File: config.mk
export PLATFORM = sky130hd
export DESIGN_NAME = hu_uart
export DESIGN_NICKNAME = d
export VERILOG_FILES = /design/src/rtl/hu_uart.v /design/src/rtl/hu_fifo.v
export VERILOG_INCLUDE_DIRS = /design/src /design/src/rtl
export SDC_FILE = /design/constraint.sdc
export NUM_CORES = 1
export LEC_CHECK = 0
export ABC_AREA = 1
export BUFFER_PORTS_ARGS = -buffer_cell sky130_fd_sc_hd__buf_2
export CORE_ASPECT_RATIO = 1.5
export CORE_MARGIN = 1
export CORE_UTILIZATION = 45
export DETAILED_ROUTE_END_ITERATION = 10
export PLACE_DENSITY = 0.62
export SLEW_MARGIN = 20
export SYNTH_ARGS = -nofsm -noshare
export SYNTH_HDL_FRONTEND = slang
export SYNTH_SLANG_ARGS = --single-unit
File: constraint.sdc
create_clock -name pclk -period 7.95 [get_ports pclk]
set_input_delay 0.795 -clock pclk [delete_from_list [all_inputs] [get_ports pclk]]
set_output_delay 0.795 -clock pclk [all_outputs]
set_load 0.1 [all_outputs]
File: src/rtl/hu_uart_map.vh
// Register map, field positions, reset values and timing counts of the host UART
`ifndef HU_UART_MAP_VH
`define HU_UART_MAP_VH

// Register byte offsets
`define HU_OFF_CTRL 8'h00
`define HU_OFF_BAUD 8'h04
`define HU_OFF_DIV 8'h08
`define HU_OFF_STATUS 8'h0C
`define HU_OFF_TXDATA 8'h10
`define HU_OFF_RXDATA 8'h14

// Control fields
`define HU_CTRL_HW_HS 0
`define HU_CTRL_SW_FLOW 1

// Status fields
`define HU_ST_TX_FULL 0
`define HU_ST_RX_AVAIL 1
`define HU_ST_BAUD_BUSY 2
`define HU_ST_OVERRUN 3
`define HU_ST_BAD_BAUD 4
`define HU_ST_FRAME_ERR 5
`define HU_ST_TX_PAUSED 6
`define HU_ST_TX_IDLE 7
`define HU_ST_HS_ADVISED 8

// Clock and baud figures
`define HU_CLK_PERIOD_NS 5
`define HU_CLK_HZ (1000000000 / `HU_CLK_PERIOD_NS)
`define HU_DEF_BAUD 32'h0001_C200
`define HU_MAX_BAUD 32'h004C_4B40
`define HU_MIN_BAUD 32'h0000_0FA0
`define HU_HS_ADVISE_BAUD 32'h000F_4240
`define HU_DEF_DIV ((`HU_CLK_HZ + (`HU_DEF_BAUD / 2)) / `HU_DEF_BAUD)

// Software flow characters and receive thresholds
`define HU_XON 8'h11
`define HU_XOFF 8'h13
`define HU_RX_HIGH 5'h0C
`define HU_RX_LOW 5'h04

`endif

File: src/rtl/hu_uart.v
// Host UART with flow control, automatic baud divider and APB registers
`timescale 1ns/1ps
`include "hu_uart_map.vh"
`default_nettype none
module hu_uart #(
	parameter FIFO_DEPTH = 16,
	parameter FIFO_AW = 4
) (
	input wire pclk,
	input wire presetn,
	input wire por_n,
	input wire psel,
	input wire penable,
	input wire pwrite,
	input wire [7:0] paddr,
	input wire [31:0] pwdata,
	output reg [31:0] prdata,
	output reg pready,
	output reg pslverr,
	input wire host_tx_serial_in,
	input wire host_request_in,
	output reg host_rx_serial_out,
	output reg clear_to_host_out
);
	localparam TX_IDLE = 2'd0;
	localparam TX_START = 2'd1;
	localparam TX_DATA = 2'd2;
	localparam TX_STOP = 2'd3;
	localparam RX_IDLE = 2'd0;
	localparam RX_START = 2'd1;
	localparam RX_DATA = 2'd2;
	localparam RX_STOP = 2'd3;
	localparam [31:0] CLK_HZ = `HU_CLK_HZ;
	localparam [31:0] DEF_DIV = `HU_DEF_DIV;

	function is_flow_char;
		input [7:0] c;
		begin
			is_flow_char = (c == `HU_XON) || (c == `HU_XOFF);
		end
	endfunction

	wire rst_n = presetn & por_n;
	wire acc = psel & penable;
	wire done = acc & pready;
	wire wr = done & pwrite;
	wire rd = done & ~pwrite;

	// baud_q and div_q kept over presetn, set to defaults only by por_n
	reg [31:0] baud_q;
	reg [15:0] div_q;
	reg [1:0] ctrl_q;
	reg overrun_q, bad_baud_q, frame_err_q, xoff_rx_q, xoff_sent_q;
	reg calc_busy_q;
	reg [5:0] calc_i_q;
	reg [31:0] den_q, num_q, quo_q;
	reg [32:0] rem_q;
	reg rts_s1_q, rts_s2_q, rxd_s1_q, rxd_s2_q, rxd_s3_q;
	reg [1:0] tx_st_q, rx_st_q;
	reg [15:0] tx_cnt_q, rx_cnt_q;
	reg [2:0] tx_bit_q, rx_bit_q;
	reg [7:0] tx_sh_q, rx_sh_q, rx_byte_q;
	reg rx_stb_q;
	reg [31:0] rdata;
	reg hit;

	wire hw_en = ctrl_q[`HU_CTRL_HW_HS];
	wire sw_en = ctrl_q[`HU_CTRL_SW_FLOW];
	wire [15:0] div_m1 = div_q - 16'h0001;
	wire [15:0] div_half = {1'b0, div_q[15:1]};
	wire [32:0] rem_sh = {rem_q[31:0], num_q[31]};
	wire rem_ge = rem_sh >= {1'b0, den_q};
	wire calc_done = calc_busy_q & (calc_i_q == 6'd0);

	wire tx_in_ready, tx_out_valid, rx_in_ready, rx_out_valid;
	wire [7:0] tx_out_data, rx_out_data;
	wire [FIFO_AW:0] rx_count;

	wire sel_ctrl = (paddr == `HU_OFF_CTRL);
	wire sel_baud = (paddr == `HU_OFF_BAUD);
	wire sel_stat = (paddr == `HU_OFF_STATUS);
	wire sel_tx = (paddr == `HU_OFF_TXDATA);
	wire sel_rx = (paddr == `HU_OFF_RXDATA);
	wire baud_ok = (pwdata >= `HU_MIN_BAUD) && (pwdata <= `HU_MAX_BAUD);
	wire stall = pwrite & ((sel_tx & ~tx_in_ready) | (sel_baud & calc_busy_q));

	wire hs_ok = ~hw_en | rts_s2_q;
	wire paused = sw_en & xoff_rx_q;
	wire need_xoff = sw_en & ~xoff_sent_q & (rx_count >= `HU_RX_HIGH);
	wire need_xon = sw_en & xoff_sent_q & (rx_count <= `HU_RX_LOW);
	wire tx_go = (tx_st_q == TX_IDLE) & ~need_xoff & ~need_xon & tx_out_valid & hs_ok & ~paused;
	wire rx_push = rx_stb_q & ~(sw_en & is_flow_char(rx_byte_q));

	// Read mux and address decode
	always @*
	begin
		rdata = 32'h0000_0000;
		hit = 1'b1;
		if (sel_ctrl)
			rdata = {30'h0000_0000, ctrl_q};
		else if (sel_baud)
			rdata = baud_q;
		else if (sel_stat)
		begin
			rdata[`HU_ST_TX_FULL] = ~tx_in_ready;
			rdata[`HU_ST_RX_AVAIL] = rx_out_valid;
			rdata[`HU_ST_BAUD_BUSY] = calc_busy_q;
			rdata[`HU_ST_OVERRUN] = overrun_q;
			rdata[`HU_ST_BAD_BAUD] = bad_baud_q;
			rdata[`HU_ST_FRAME_ERR] = frame_err_q;
			rdata[`HU_ST_TX_PAUSED] = paused;
			rdata[`HU_ST_TX_IDLE] = (tx_st_q == TX_IDLE) & ~tx_out_valid;
			rdata[`HU_ST_HS_ADVISED] = (baud_q > `HU_HS_ADVISE_BAUD) & ~hw_en;
		end
		else if (sel_div_read(paddr))
			rdata = {16'h0000, div_q};
		else if (sel_tx)
			rdata = 32'h0000_0000;
		else if (sel_rx)
			rdata = {24'h00_0000, rx_out_data};
		else
			hit = 1'b0;
	end

	function sel_div_read;
		input [7:0] a;
		begin
			sel_div_read = (a == `HU_OFF_DIV);
		end
	endfunction

	// APB slave, one wait state, longer while stalled
	always @(posedge pclk or negedge rst_n)
	begin
		if (!rst_n)
		begin
			pready <= 1'b0;
			pslverr <= 1'b0;
			prdata <= 32'h0000_0000;
		end
		else if (done)
		begin
			pready <= 1'b0;
			pslverr <= 1'b0;
		end
		else if (acc & ~stall)
		begin
			pready <= 1'b1;
			pslverr <= ~hit;
			prdata <= rdata;
		end
	end

	// Power-up defaults, kept across presetn
	always @(posedge pclk or negedge por_n)
	begin
		if (!por_n)
		begin
			baud_q <= `HU_DEF_BAUD;
			div_q <= DEF_DIV[15:0];
		end
		else if (calc_done)
		begin
			baud_q <= den_q;
			div_q <= quo_q[15:0];
		end
	end

	// Control, sticky flags, divider computation
	always @(posedge pclk or negedge rst_n)
	begin
		if (!rst_n)
		begin
			ctrl_q <= 2'b00;
			overrun_q <= 1'b0;
			bad_baud_q <= 1'b0;
			frame_err_q <= 1'b0;
			xoff_rx_q <= 1'b0;
			calc_busy_q <= 1'b0;
			calc_i_q <= 6'd0;
			den_q <= 32'h0000_0000;
			num_q <= 32'h0000_0000;
			quo_q <= 32'h0000_0000;
			rem_q <= 33'h0_0000_0000;
		end
		else
		begin
			if (wr & sel_ctrl)
				ctrl_q <= pwdata[1:0];
			overrun_q <= (overrun_q & ~(wr & sel_stat & pwdata[`HU_ST_OVERRUN])) | (rx_push & ~rx_in_ready);
			bad_baud_q <= (bad_baud_q & ~(wr & sel_stat & pwdata[`HU_ST_BAD_BAUD])) | (wr & sel_baud & ~baud_ok);
			frame_err_q <= (frame_err_q & ~(wr & sel_stat & pwdata[`HU_ST_FRAME_ERR]))
				| ((rx_st_q == RX_STOP) & (rx_cnt_q == div_m1) & ~rxd_s2_q);
			if (~sw_en)
				xoff_rx_q <= 1'b0;
			else if (rx_stb_q & (rx_byte_q == `HU_XOFF))
				xoff_rx_q <= 1'b1;
			else if (rx_stb_q & (rx_byte_q == `HU_XON))
				xoff_rx_q <= 1'b0;
			if (wr & sel_baud & baud_ok)
			begin
				calc_busy_q <= 1'b1;
				calc_i_q <= 6'd32;
				den_q <= pwdata;
				num_q <= CLK_HZ + {1'b0, pwdata[31:1]};
				quo_q <= 32'h0000_0000;
				rem_q <= 33'h0_0000_0000;
			end
			else if (calc_done)
				calc_busy_q <= 1'b0;
			else if (calc_busy_q)
			begin
				rem_q <= rem_ge ? rem_sh - {1'b0, den_q} : rem_sh;
				quo_q <= {quo_q[30:0], rem_ge};
				num_q <= {num_q[30:0], 1'b0};
				calc_i_q <= calc_i_q - 6'd1;
			end
		end
	end

	// Pin synchronisers
	always @(posedge pclk or negedge rst_n)
	begin
		if (!rst_n)
		begin
			rts_s1_q <= 1'b0;
			rts_s2_q <= 1'b0;
			rxd_s1_q <= 1'b1;
			rxd_s2_q <= 1'b1;
			rxd_s3_q <= 1'b1;
		end
		else
		begin
			rts_s1_q <= host_request_in;
			rts_s2_q <= rts_s1_q;
			rxd_s1_q <= host_tx_serial_in;
			rxd_s2_q <= rxd_s1_q;
			rxd_s3_q <= rxd_s2_q;
		end
	end

	// Transmitter toward the host
	always @(posedge pclk or negedge rst_n)
	begin
		if (!rst_n)
		begin
			tx_st_q <= TX_IDLE;
			tx_cnt_q <= 16'h0000;
			tx_bit_q <= 3'd0;
			tx_sh_q <= 8'h00;
			xoff_sent_q <= 1'b0;
			host_rx_serial_out <= 1'b1;
			clear_to_host_out <= 1'b1;
		end
		else
		begin
			clear_to_host_out <= ~hw_en | (rx_count < `HU_RX_HIGH);
			if (~sw_en)
				xoff_sent_q <= 1'b0;
			case (tx_st_q)
				TX_IDLE:
				begin
					tx_cnt_q <= 16'h0000;
					if (need_xoff | need_xon)
					begin
						tx_sh_q <= need_xoff ? `HU_XOFF : `HU_XON;
						xoff_sent_q <= need_xoff;
						host_rx_serial_out <= 1'b0;
						tx_st_q <= TX_START;
					end
					else if (tx_go)
					begin
						tx_sh_q <= tx_out_data;
						host_rx_serial_out <= 1'b0;
						tx_st_q <= TX_START;
					end
				end
				TX_START:
				begin
					tx_cnt_q <= (tx_cnt_q == div_m1) ? 16'h0000 : tx_cnt_q + 16'h0001;
					if (tx_cnt_q == div_m1)
					begin
						host_rx_serial_out <= tx_sh_q[0];
						tx_bit_q <= 3'd0;
						tx_st_q <= TX_DATA;
					end
				end
				TX_DATA:
				begin
					tx_cnt_q <= (tx_cnt_q == div_m1) ? 16'h0000 : tx_cnt_q + 16'h0001;
					if (tx_cnt_q == div_m1)
					begin
						if (tx_bit_q == 3'd7)
						begin
							host_rx_serial_out <= 1'b1;
							tx_st_q <= TX_STOP;
						end
						else
						begin
							host_rx_serial_out <= tx_sh_q[1];
							tx_sh_q <= {1'b0, tx_sh_q[7:1]};
							tx_bit_q <= tx_bit_q + 3'd1;
						end
					end
				end
				default:
				begin
					tx_cnt_q <= (tx_cnt_q == div_m1) ? 16'h0000 : tx_cnt_q + 16'h0001;
					if (tx_cnt_q == div_m1)
						tx_st_q <= TX_IDLE;
				end
			endcase
		end
	end

	// Receiver from the host, sampling mid-bit
	always @(posedge pclk or negedge rst_n)
	begin
		if (!rst_n)
		begin
			rx_st_q <= RX_IDLE;
			rx_cnt_q <= 16'h0000;
			rx_bit_q <= 3'd0;
			rx_sh_q <= 8'h00;
			rx_byte_q <= 8'h00;
			rx_stb_q <= 1'b0;
		end
		else
		begin
			rx_stb_q <= 1'b0;
			case (rx_st_q)
				RX_IDLE:
				begin
					rx_cnt_q <= 16'h0000;
					if (~rxd_s2_q & rxd_s3_q)
						rx_st_q <= RX_START;
				end
				RX_START:
				begin
					rx_cnt_q <= (rx_cnt_q == div_half) ? 16'h0000 : rx_cnt_q + 16'h0001;
					if (rx_cnt_q == div_half)
					begin
						rx_bit_q <= 3'd0;
						rx_st_q <= rxd_s2_q ? RX_IDLE : RX_DATA;
					end
				end
				RX_DATA:
				begin
					rx_cnt_q <= (rx_cnt_q == div_m1) ? 16'h0000 : rx_cnt_q + 16'h0001;
					if (rx_cnt_q == div_m1)
					begin
						rx_sh_q <= {rxd_s2_q, rx_sh_q[7:1]};
						rx_bit_q <= rx_bit_q + 3'd1;
						if (rx_bit_q == 3'd7)
							rx_st_q <= RX_STOP;
					end
				end
				default:
				begin
					rx_cnt_q <= (rx_cnt_q == div_m1) ? 16'h0000 : rx_cnt_q + 16'h0001;
					if (rx_cnt_q == div_m1)
					begin
						rx_byte_q <= rx_sh_q;
						rx_stb_q <= rxd_s2_q;
						rx_st_q <= RX_IDLE;
					end
				end
			endcase
		end
	end

	hu_fifo #(.WIDTH(8), .DEPTH(FIFO_DEPTH), .AW(FIFO_AW)) u_tx_fifo (
		.pclk(pclk),
		.rst_n(rst_n),
		.in_valid(wr & sel_tx),
		.in_ready(tx_in_ready),
		.in_data(pwdata[7:0]),
		.out_valid(tx_out_valid),
		.out_ready(tx_go),
		.out_data(tx_out_data),
		.count()
	);

	hu_fifo #(.WIDTH(8), .DEPTH(FIFO_DEPTH), .AW(FIFO_AW)) u_rx_fifo (
		.pclk(pclk),
		.rst_n(rst_n),
		.in_valid(rx_push),
		.in_ready(rx_in_ready),
		.in_data(rx_byte_q),
		.out_valid(rx_out_valid),
		.out_ready(rd & sel_rx),
		.out_data(rx_out_data),
		.count(rx_count)
	);
endmodule // hu_uart
`default_nettype wire

File: src/rtl/hu_fifo.v
// Synchronous FIFO with valid/ready on both sides
`timescale 1ns/1ps
`default_nettype none
module hu_fifo #(
	parameter WIDTH = 8,
	parameter DEPTH = 16,
	parameter AW = 4
) (
	input wire pclk,
	input wire rst_n,
	input wire in_valid,
	output wire in_ready,
	input wire [WIDTH-1:0] in_data,
	output wire out_valid,
	input wire out_ready,
	output wire [WIDTH-1:0] out_data,
	output wire [AW:0] count
);
	reg [WIDTH-1:0] mem [0:DEPTH-1];
	reg [AW-1:0] wr_ptr_q;
	reg [AW-1:0] rd_ptr_q;
	reg [AW:0] count_q;
	wire push;
	wire pop;

	assign in_ready = (count_q != DEPTH[AW:0]);
	assign out_valid = (count_q != {(AW+1){1'b0}});
	assign out_data = mem[rd_ptr_q];
	assign count = count_q;
	assign push = in_valid & in_ready;
	assign pop = out_valid & out_ready;

	// Storage has no reset
	always @(posedge pclk)
	begin
		if (push)
			mem[wr_ptr_q] <= in_data;
	end

	always @(posedge pclk or negedge rst_n)
	begin
		if (!rst_n)
		begin
			wr_ptr_q <= {AW{1'b0}};
			rd_ptr_q <= {AW{1'b0}};
			count_q <= {(AW+1){1'b0}};
		end
		else
		begin
			if (push)
				wr_ptr_q <= (wr_ptr_q == DEPTH[AW-1:0] - 1'b1) ? {AW{1'b0}} : wr_ptr_q + 1'b1;
			if (pop)
				rd_ptr_q <= (rd_ptr_q == DEPTH[AW-1:0] - 1'b1) ? {AW{1'b0}} : rd_ptr_q + 1'b1;
			if (push & ~pop)
				count_q <= count_q + 1'b1;
			else if (pop & ~push)
				count_q <= count_q - 1'b1;
		end
	end
endmodule // hu_fifo
`default_nettype wire

Word level (Yosys, flattened, before mapping). Memory sizes are Yosys's and may differ from the RTL's. Cells that the tools add are included.

Register bits: 308. Memory bits (writable): 256. Input bits: 48. Output and inout port bits: 36. Word-level logic and storage cells: 300. Memories kept: 2.

Memories: u_rx_fifo.mem (words 16, bits a word 8, read ports 1, clocked after Yosys merged registers in 0, write ports 1, line hu_fifo.v:19) `reg [WIDTH-1:0] mem [0:DEPTH-1];`; u_tx_fifo.mem (words 16, bits a word 8, read ports 1, clocked after Yosys merged registers in 0, write ports 1, line hu_fifo.v:19).

Add/subtract/negate cells: 16. Magnitude comparators: 7. Equal/unequal tests: 34. Muxes and demuxes: 90. Bitwise gates (word level): 81. Reductions and logical operators: 30.

Operators by type and width (number): $mux W32 (9); $mux W16 (8); $and A1 B1 Y1 (51); $mux W8 (6); $ge A33 B32 Y1 (1); $add A16 B1 Y16 const B (2); $add A28 B31 Y32 const A (1); $eq A16 B16 Y1 (2); $eq A8 B5 Y1 const B (4); $ge A32 B12 Y1 const B (1); $gt A32 B20 Y1 const B (1); $le A32 B23 Y1 const B (1); $pmux W16 S2 (1); $sub A32 B32 Y32 (1); $mux W1 (29); $mux W2 (13); $mux W23 (1); $not A1 Y1 (23); $mux W5 (4); $mux W6 (3); $reduce_bool A2 Y1 (9); $add A4 B1 Y4 const B (4); $eq A16 B15 Y1 (1); $eq A4 B4 Y1 const B (4); other kinds (37) (78).

Logic depth before layout (Yosys ltp).
Word-level depth: 13. Gate-level depth with buffers: 18. Depth with buffers taken out: 18.

Cells and area by module. From an unflattened synthesis, not the netlist that was laid out.

Cell total of the unflattened synthesis: 3478. Area, all modules: 29260.6 sq um.

Modules (own cells, without submodules): hu_uart (times used 1, cells each 2174, area an instance 16387.0 sq um, seq. area each 7074.3 sq um); hu_fifo at u_tx_fifo (times used 1, cells each 668, area an instance 6437.4 sq um, seq. area each 4169.0 sq um); hu_fifo at u_rx_fifo (times used 1, cells each 636, area an instance 6436.2 sq um, seq. area each 4169.0 sq um).

Least setup slack after synthesis. Ideal clock, no wire load.

Kind: reg-to-reg. Start: register pready. End: register u_tx_fifo.count_q[4] (netlist: u_tx_fifo.count[4]). Setup time: 0.125 ns. Arrival: 2.948 ns. Data required time: 7.825 ns. Slack: 4.877 ns. Stages on the path, launching flop included: 14. Path buffers: 0. Period minus slack after synthesis: 3.073 ns. Path through: dfrtp_1 -> inv_1 -> nor2_1 -> nand2_1 -> nor3_2 -> ha_1 -> inv_1 -> ha_1 -> a21o_1 -> a31oi_1 -> nand2_1 -> nand2_1 -> nor2_1 -> xor2_1.

Longest elaborated chain between the ends: 7. Elaborated cells between the ends (all ways): 9. Those cells by class: mux (1); bitwise (7); reduce/logical (1).

Ends and longest elaborated chain: start: declaration (line hu_uart.v:18) `output reg pready,`; start signal: assignment (line hu_uart.v:137) `pready <= 1'b0;`; start signal: assignment (line hu_uart.v:143) `pready <= 1'b0;`; start signal: assignment (line hu_uart.v:148) `pready <= 1'b1;`; $and A1 B1 Y1 (*) (line hu_uart.v:45) `wire done = acc & pready;`; $and A1 B1 Y1 (*) (line hu_uart.v:46) `wire wr = done & pwrite;`; $and A1 B1 Y1 (*) (line hu_uart.v:375) `.in_valid(wr & sel_tx),`; $and A1 B1 Y1 (*) (line hu_fifo.v:30) `assign push = in_valid & in_ready;`; via u_tx_fifo.push (line hu_fifo.v:23) `wire push;`; $not A1 Y1 (line hu_fifo.v:56) `else if (pop & ~push)`; $and A1 B1 Y1 (line hu_fifo.v:56); $reduce_bool A2 Y1 (no line); end signal: assignment (line hu_fifo.v:46) `count_q <= {(AW+1){1'b0}};`; end signal: assignment (line hu_fifo.v:55) `count_q <= count_q + 1'b1;`; end signal: assignment (line hu_fifo.v:57) `count_q <= count_q - 1'b1;`; end: declaration (line hu_fifo.v:22) `reg [AW:0] count_q;`.

Mark *: on every way through the listed nets, which the timed path passes. The rest lies on a longest branch. A chain may end at the register's enable or synchronous reset.

Final worst setup path.
Start: input paddr[7]. End: register num_q[10].

Longest elaborated chain between the ends: 5. Elaborated cells between the ends (all ways): 7. Those cells by class: eq/ne (2); mux (1); bitwise (2); reduce/logical (2).

Ends and longest elaborated chain: start: declaration (line hu_uart.v:15) `input wire [7:0] paddr,`; $eq A8 B3 Y1 (no line) (*); $and A1 B1 Y1 (*) (2 in a row) (line hu_uart.v:200) `if (wr & sel_baud & baud_ok)`; $ne A2 B1 Y1 (no line) or $reduce_bool A2 Y1 (tied branches); $reduce_and A2 Y1 (no line); end signal: assignment (line hu_uart.v:205) `num_q <= CLK_HZ + {1'b0, pwdata[31:1]};`; end signal: assignment (line hu_uart.v:215) `num_q <= {num_q[30:0], 1'b0};`; end: declaration (line hu_uart.v:56) `reg [31:0] den_q, num_q, quo_q;`.

Every way passes the cells marked *; elsewhere a longest branch is shown, timed or not.

==> results.txt <==
status -> completed
initial core utilization -> 45.68%
die height -> 307.4 um
Post-synth EDFFs -> 256
arrival time at the worst endpoint -> 4.64 ns
H-tree depth -> 2
Synthesized Nets -> 3224
Top Metal Used -> met4
via/cell ratio -> 5.521
hold-fix buffers at CTS -> 0
most frequent CP cell -> nand2_1
Slew HR -> 30.01%
worst-path maximum fanout -> 61
prevailing post-synth register cell -> dfrtp_1
global placement routability congestion -> 0.9105
WL final -> 78250 um
grt ovf -> 0
Final min period -> 4.162 ns
worst-margin pin slew -> 1.046 ns
Hold Violations, Final -> 0
detailed placement HPWL -> 55600 um
CTS max path bufs -> 3
Syn Inst Count -> 3109
Max Clock Skew -> 0.02207 ns
largest net degree at the start of global routing -> 168
clock latency on the worst-skew pair -> 0.63 ns
final instance area -> 0.03085 sq mm
total die area -> 0.06320 sq mm
Crit. End Element -> flop
synth unique cells -> 63
clk slew on worst S/H paths -> 0.07 ns
Post-CTS Resized -> 0
GRT Util Overall -> 25.03%
worst-path cell chain -> buf_2 > inv_1 > nand2_1 > nor3_4 > nand2_2 > nor2_1 > nand3_2 > buf_4 > nand2_1 > clkinv_2 > nand2_1 > o211ai_1
Cell Area, Synth -> 0.02798 sq mm
worst min path class -> primary input to flop
Setup CP Type -> primary input to flop
async set-or-reset flop fraction in the synthesized netlist -> 54.61%
TritonRoute pass-1 iters -> 5
RSZ-0062 raised after global routing -> no
met3 WL -> 3108 um
metal2 WL -> 40370 um
cts bufs inserted -> 52
wl on met1 -> 30890 um
first-pass GRT wire length -> 122100 um
Worst path max stage delay -> 0.94 ns
sequential share of the synthesized area -> 55.09%
# setup viols final -> 0
chip width -> 205.6 um
Remaining DRCs -> 0
Final ANT Viol Nets -> 0
Yosys top cell by area -> edfxtp_1
Synth top area share -> 27.48%
Non-Filler Instances -> 3994
f_max -> 240.3 MHz
vias -> 22050
clock sink total -> 564
vias in the first global route -> 21790
# rows -> 111
Worst IR Drop VDD -> 214.3 uV
ranking of synthesized cells by area -> edfxtp_1 27%, dfrtp_1 26%, nand2_1 10%, nand3_1 4.1%, nor2_1 4.1%
Core Footprint -> 0.06125 sq mm
Max Cap Viol -> 0
final net count -> 3273
layout cells sized above 1 -> 9.057%
Worst Hold Path Cells -> 1
FF+latch count, synth -> 564
pwr dens -> 292.7 mW/mm^2
Tcrit/Tclk final -> 52.35%
Post-DP Area -> 0.02905 sq mm
Syn Area/Cell -> 8.999 sq um
I/O pins -> 84
Worst Path Required -> 8.43 ns
area delta synth->final -> 10.26%
Setup TNS -> 0 ns
crit start category -> primary input
max-slew violations -> 0
total leakage power -> 13.54 nW
Max stage delay cell, worst path -> clkinv_2
Buffers on Ports -> 83
clk root buf -> clkbuf_16
DR iter-0 viols -> 1525
initial antenna violation count -> 1
Warnings, synthesis -> 0
Post-CTS Setup Bufs -> 0
CTS tree -> built
drt wl/cell -> 19.59 um
placed instance count -> 3895
Register-to-Register Path Depth -> 10
cell families (layout without fill, tap and decap cells):
kind of cell / after synthesis / count (layout) / share of synthesized area [%]
AOI/OAI and AO/OA: 528 / 528 / 10.97
muxes: 8 / 8 / 0.2952
other: 0 / 1 / 0
buffers and inverters: 404 / 497 / 5.729
and+or+nand+nor: 1478 / 1478 / 22.91
xor gates and xnor gates: 60 / 60 / 1.932
adders and majority gates: 67 / 67 / 3.077
DFF: 564 / 564 / 55.09
cell usage in the layout, fill, tap and decap left out, types with 9 or more instances in the layout:
master and n:
nor4_1 13, nand4_1 44, or2_2 10, a21oi_1 126
edfxtp_1 256, a21oi_2 10, o22ai_1 43, o211ai_1 30
xor2_1 36, o31ai_1 21, nand3_1 228, clkinv_2 18
inv_2 11, buf_2 83, nand3b_1 25, o221ai_1 18
a22oi_1 10, xnor2_1 22, nor3_1 31, nor2_1 302
ha_1 64, dfrtp_1 292, o21ai_0 217, clkbuf_16 53
inv_1 285, nand2_1 776, nor2_2 11, o21ai_1 12
buf_4 12, dfstp_2 14, nand2_2 9
critical path, delay by kind of cell:
family          cells  cell delay (ns)
compound gates      1             0.11
simple gates        7             2.30
buf+inv             4             1.39
report_power, final:
group / internal (mW) / switching, mW
Sequential: 3.29 / 0.274
Combinational: 0.902 / 1.93
Clock: 1.48 / 1.16
Total: 5.67 / 3.36
final timing paths:
check | startpoint | endpoint | slack (ns)
setup / recovery | paddr[7] | num_q[10]$_DFFE_PN0P_ | 3.79
hold / removal | host_tx_serial_in | rxd_s1_q$_DFF_PN1_ | 0.27
setup reg to reg | pready$_DFFE_PN0P_ | num_q[10]$_DFFE_PN0P_ | 4.09
hold reg to reg | rxd_s1_q$_DFF_PN1_ | rxd_s2_q$_DFF_PN1_ | 0.36
max in group asynchronous | por_n | u_tx_fifo.rd_ptr_q[0]$_DFFE_PN0P_ | 5.33
min in group asynchronous | por_n | baud_q[26]$_DFFE_PN0P_ | 0.28
final cells by class:
| class | instances | area [sq um] |
|---|---|---|
| clock inverters | 37 | 391.6 |
| flip-flops and latches | 564 | 15410 |
| inverters | 303 | 1147 |
| fillers | 5667 | 30400 |
| diodes | 1 | 2.502 |
| clock buffers | 61 | 1406 |
| multi-input cells | 2141 | 10970 |
| repair buffers | 96 | 525.5 |
| well taps | 791 | 989.7 |
per-layer routing:
metal  GRT usage [%]  up-vias
met5               0        -
met2           44.91      574
met1           29.66    10720
met3           2.593      164
met4           11.89        0
li1                -    10600
cells in the mapped netlist (all sizes together), types with 7 or more instances:
library cell,number
a21o,7
a21oi,136
a22oi,10
buf,42
clkbuf,59
dfrtp,294
dfstp,14
edfxtp,256
ha,64
inv,298
nand2,788
nand3,235
nand3b,25
nand4,45
nor2,322
nor3,34
nor4,14
o211ai,30
o21a,8
o21ai,231
o21bai,7
o221ai,18
o22ai,43
o31ai,21
or2,10
xnor2,22
xor2,38
state kept, by name, indices dropped and copies added, names as in the netlist, 16 cells and up:
signal	cells
u_tx_fifo.mem	128
den_q	32
baud_q	32
num_q	32
rem_q	32
tx_cnt_q	16
rx_cnt_q	16
prdata	32
quo_q	16
div_q	16
u_rx_fifo.mem	128
metrics by stage:
stage	util [%]	power [mW]	setup slack (ns)	hold WS, ns
2_1_floorplan	-	5.704	3.613	0.3312
3_3_place_gp	47.43	6.383	3.613	0.3456
3_5_place_dp	47.43	6.430	3.517	0.3533
4_1_cts	50.36	9.077	4.183	0.2334
5_1_grt	50.37	9.549	3.421	0.2479
6_report	50.37	9.030	3.788	0.2663
Power figures use the tool's default switching activity.
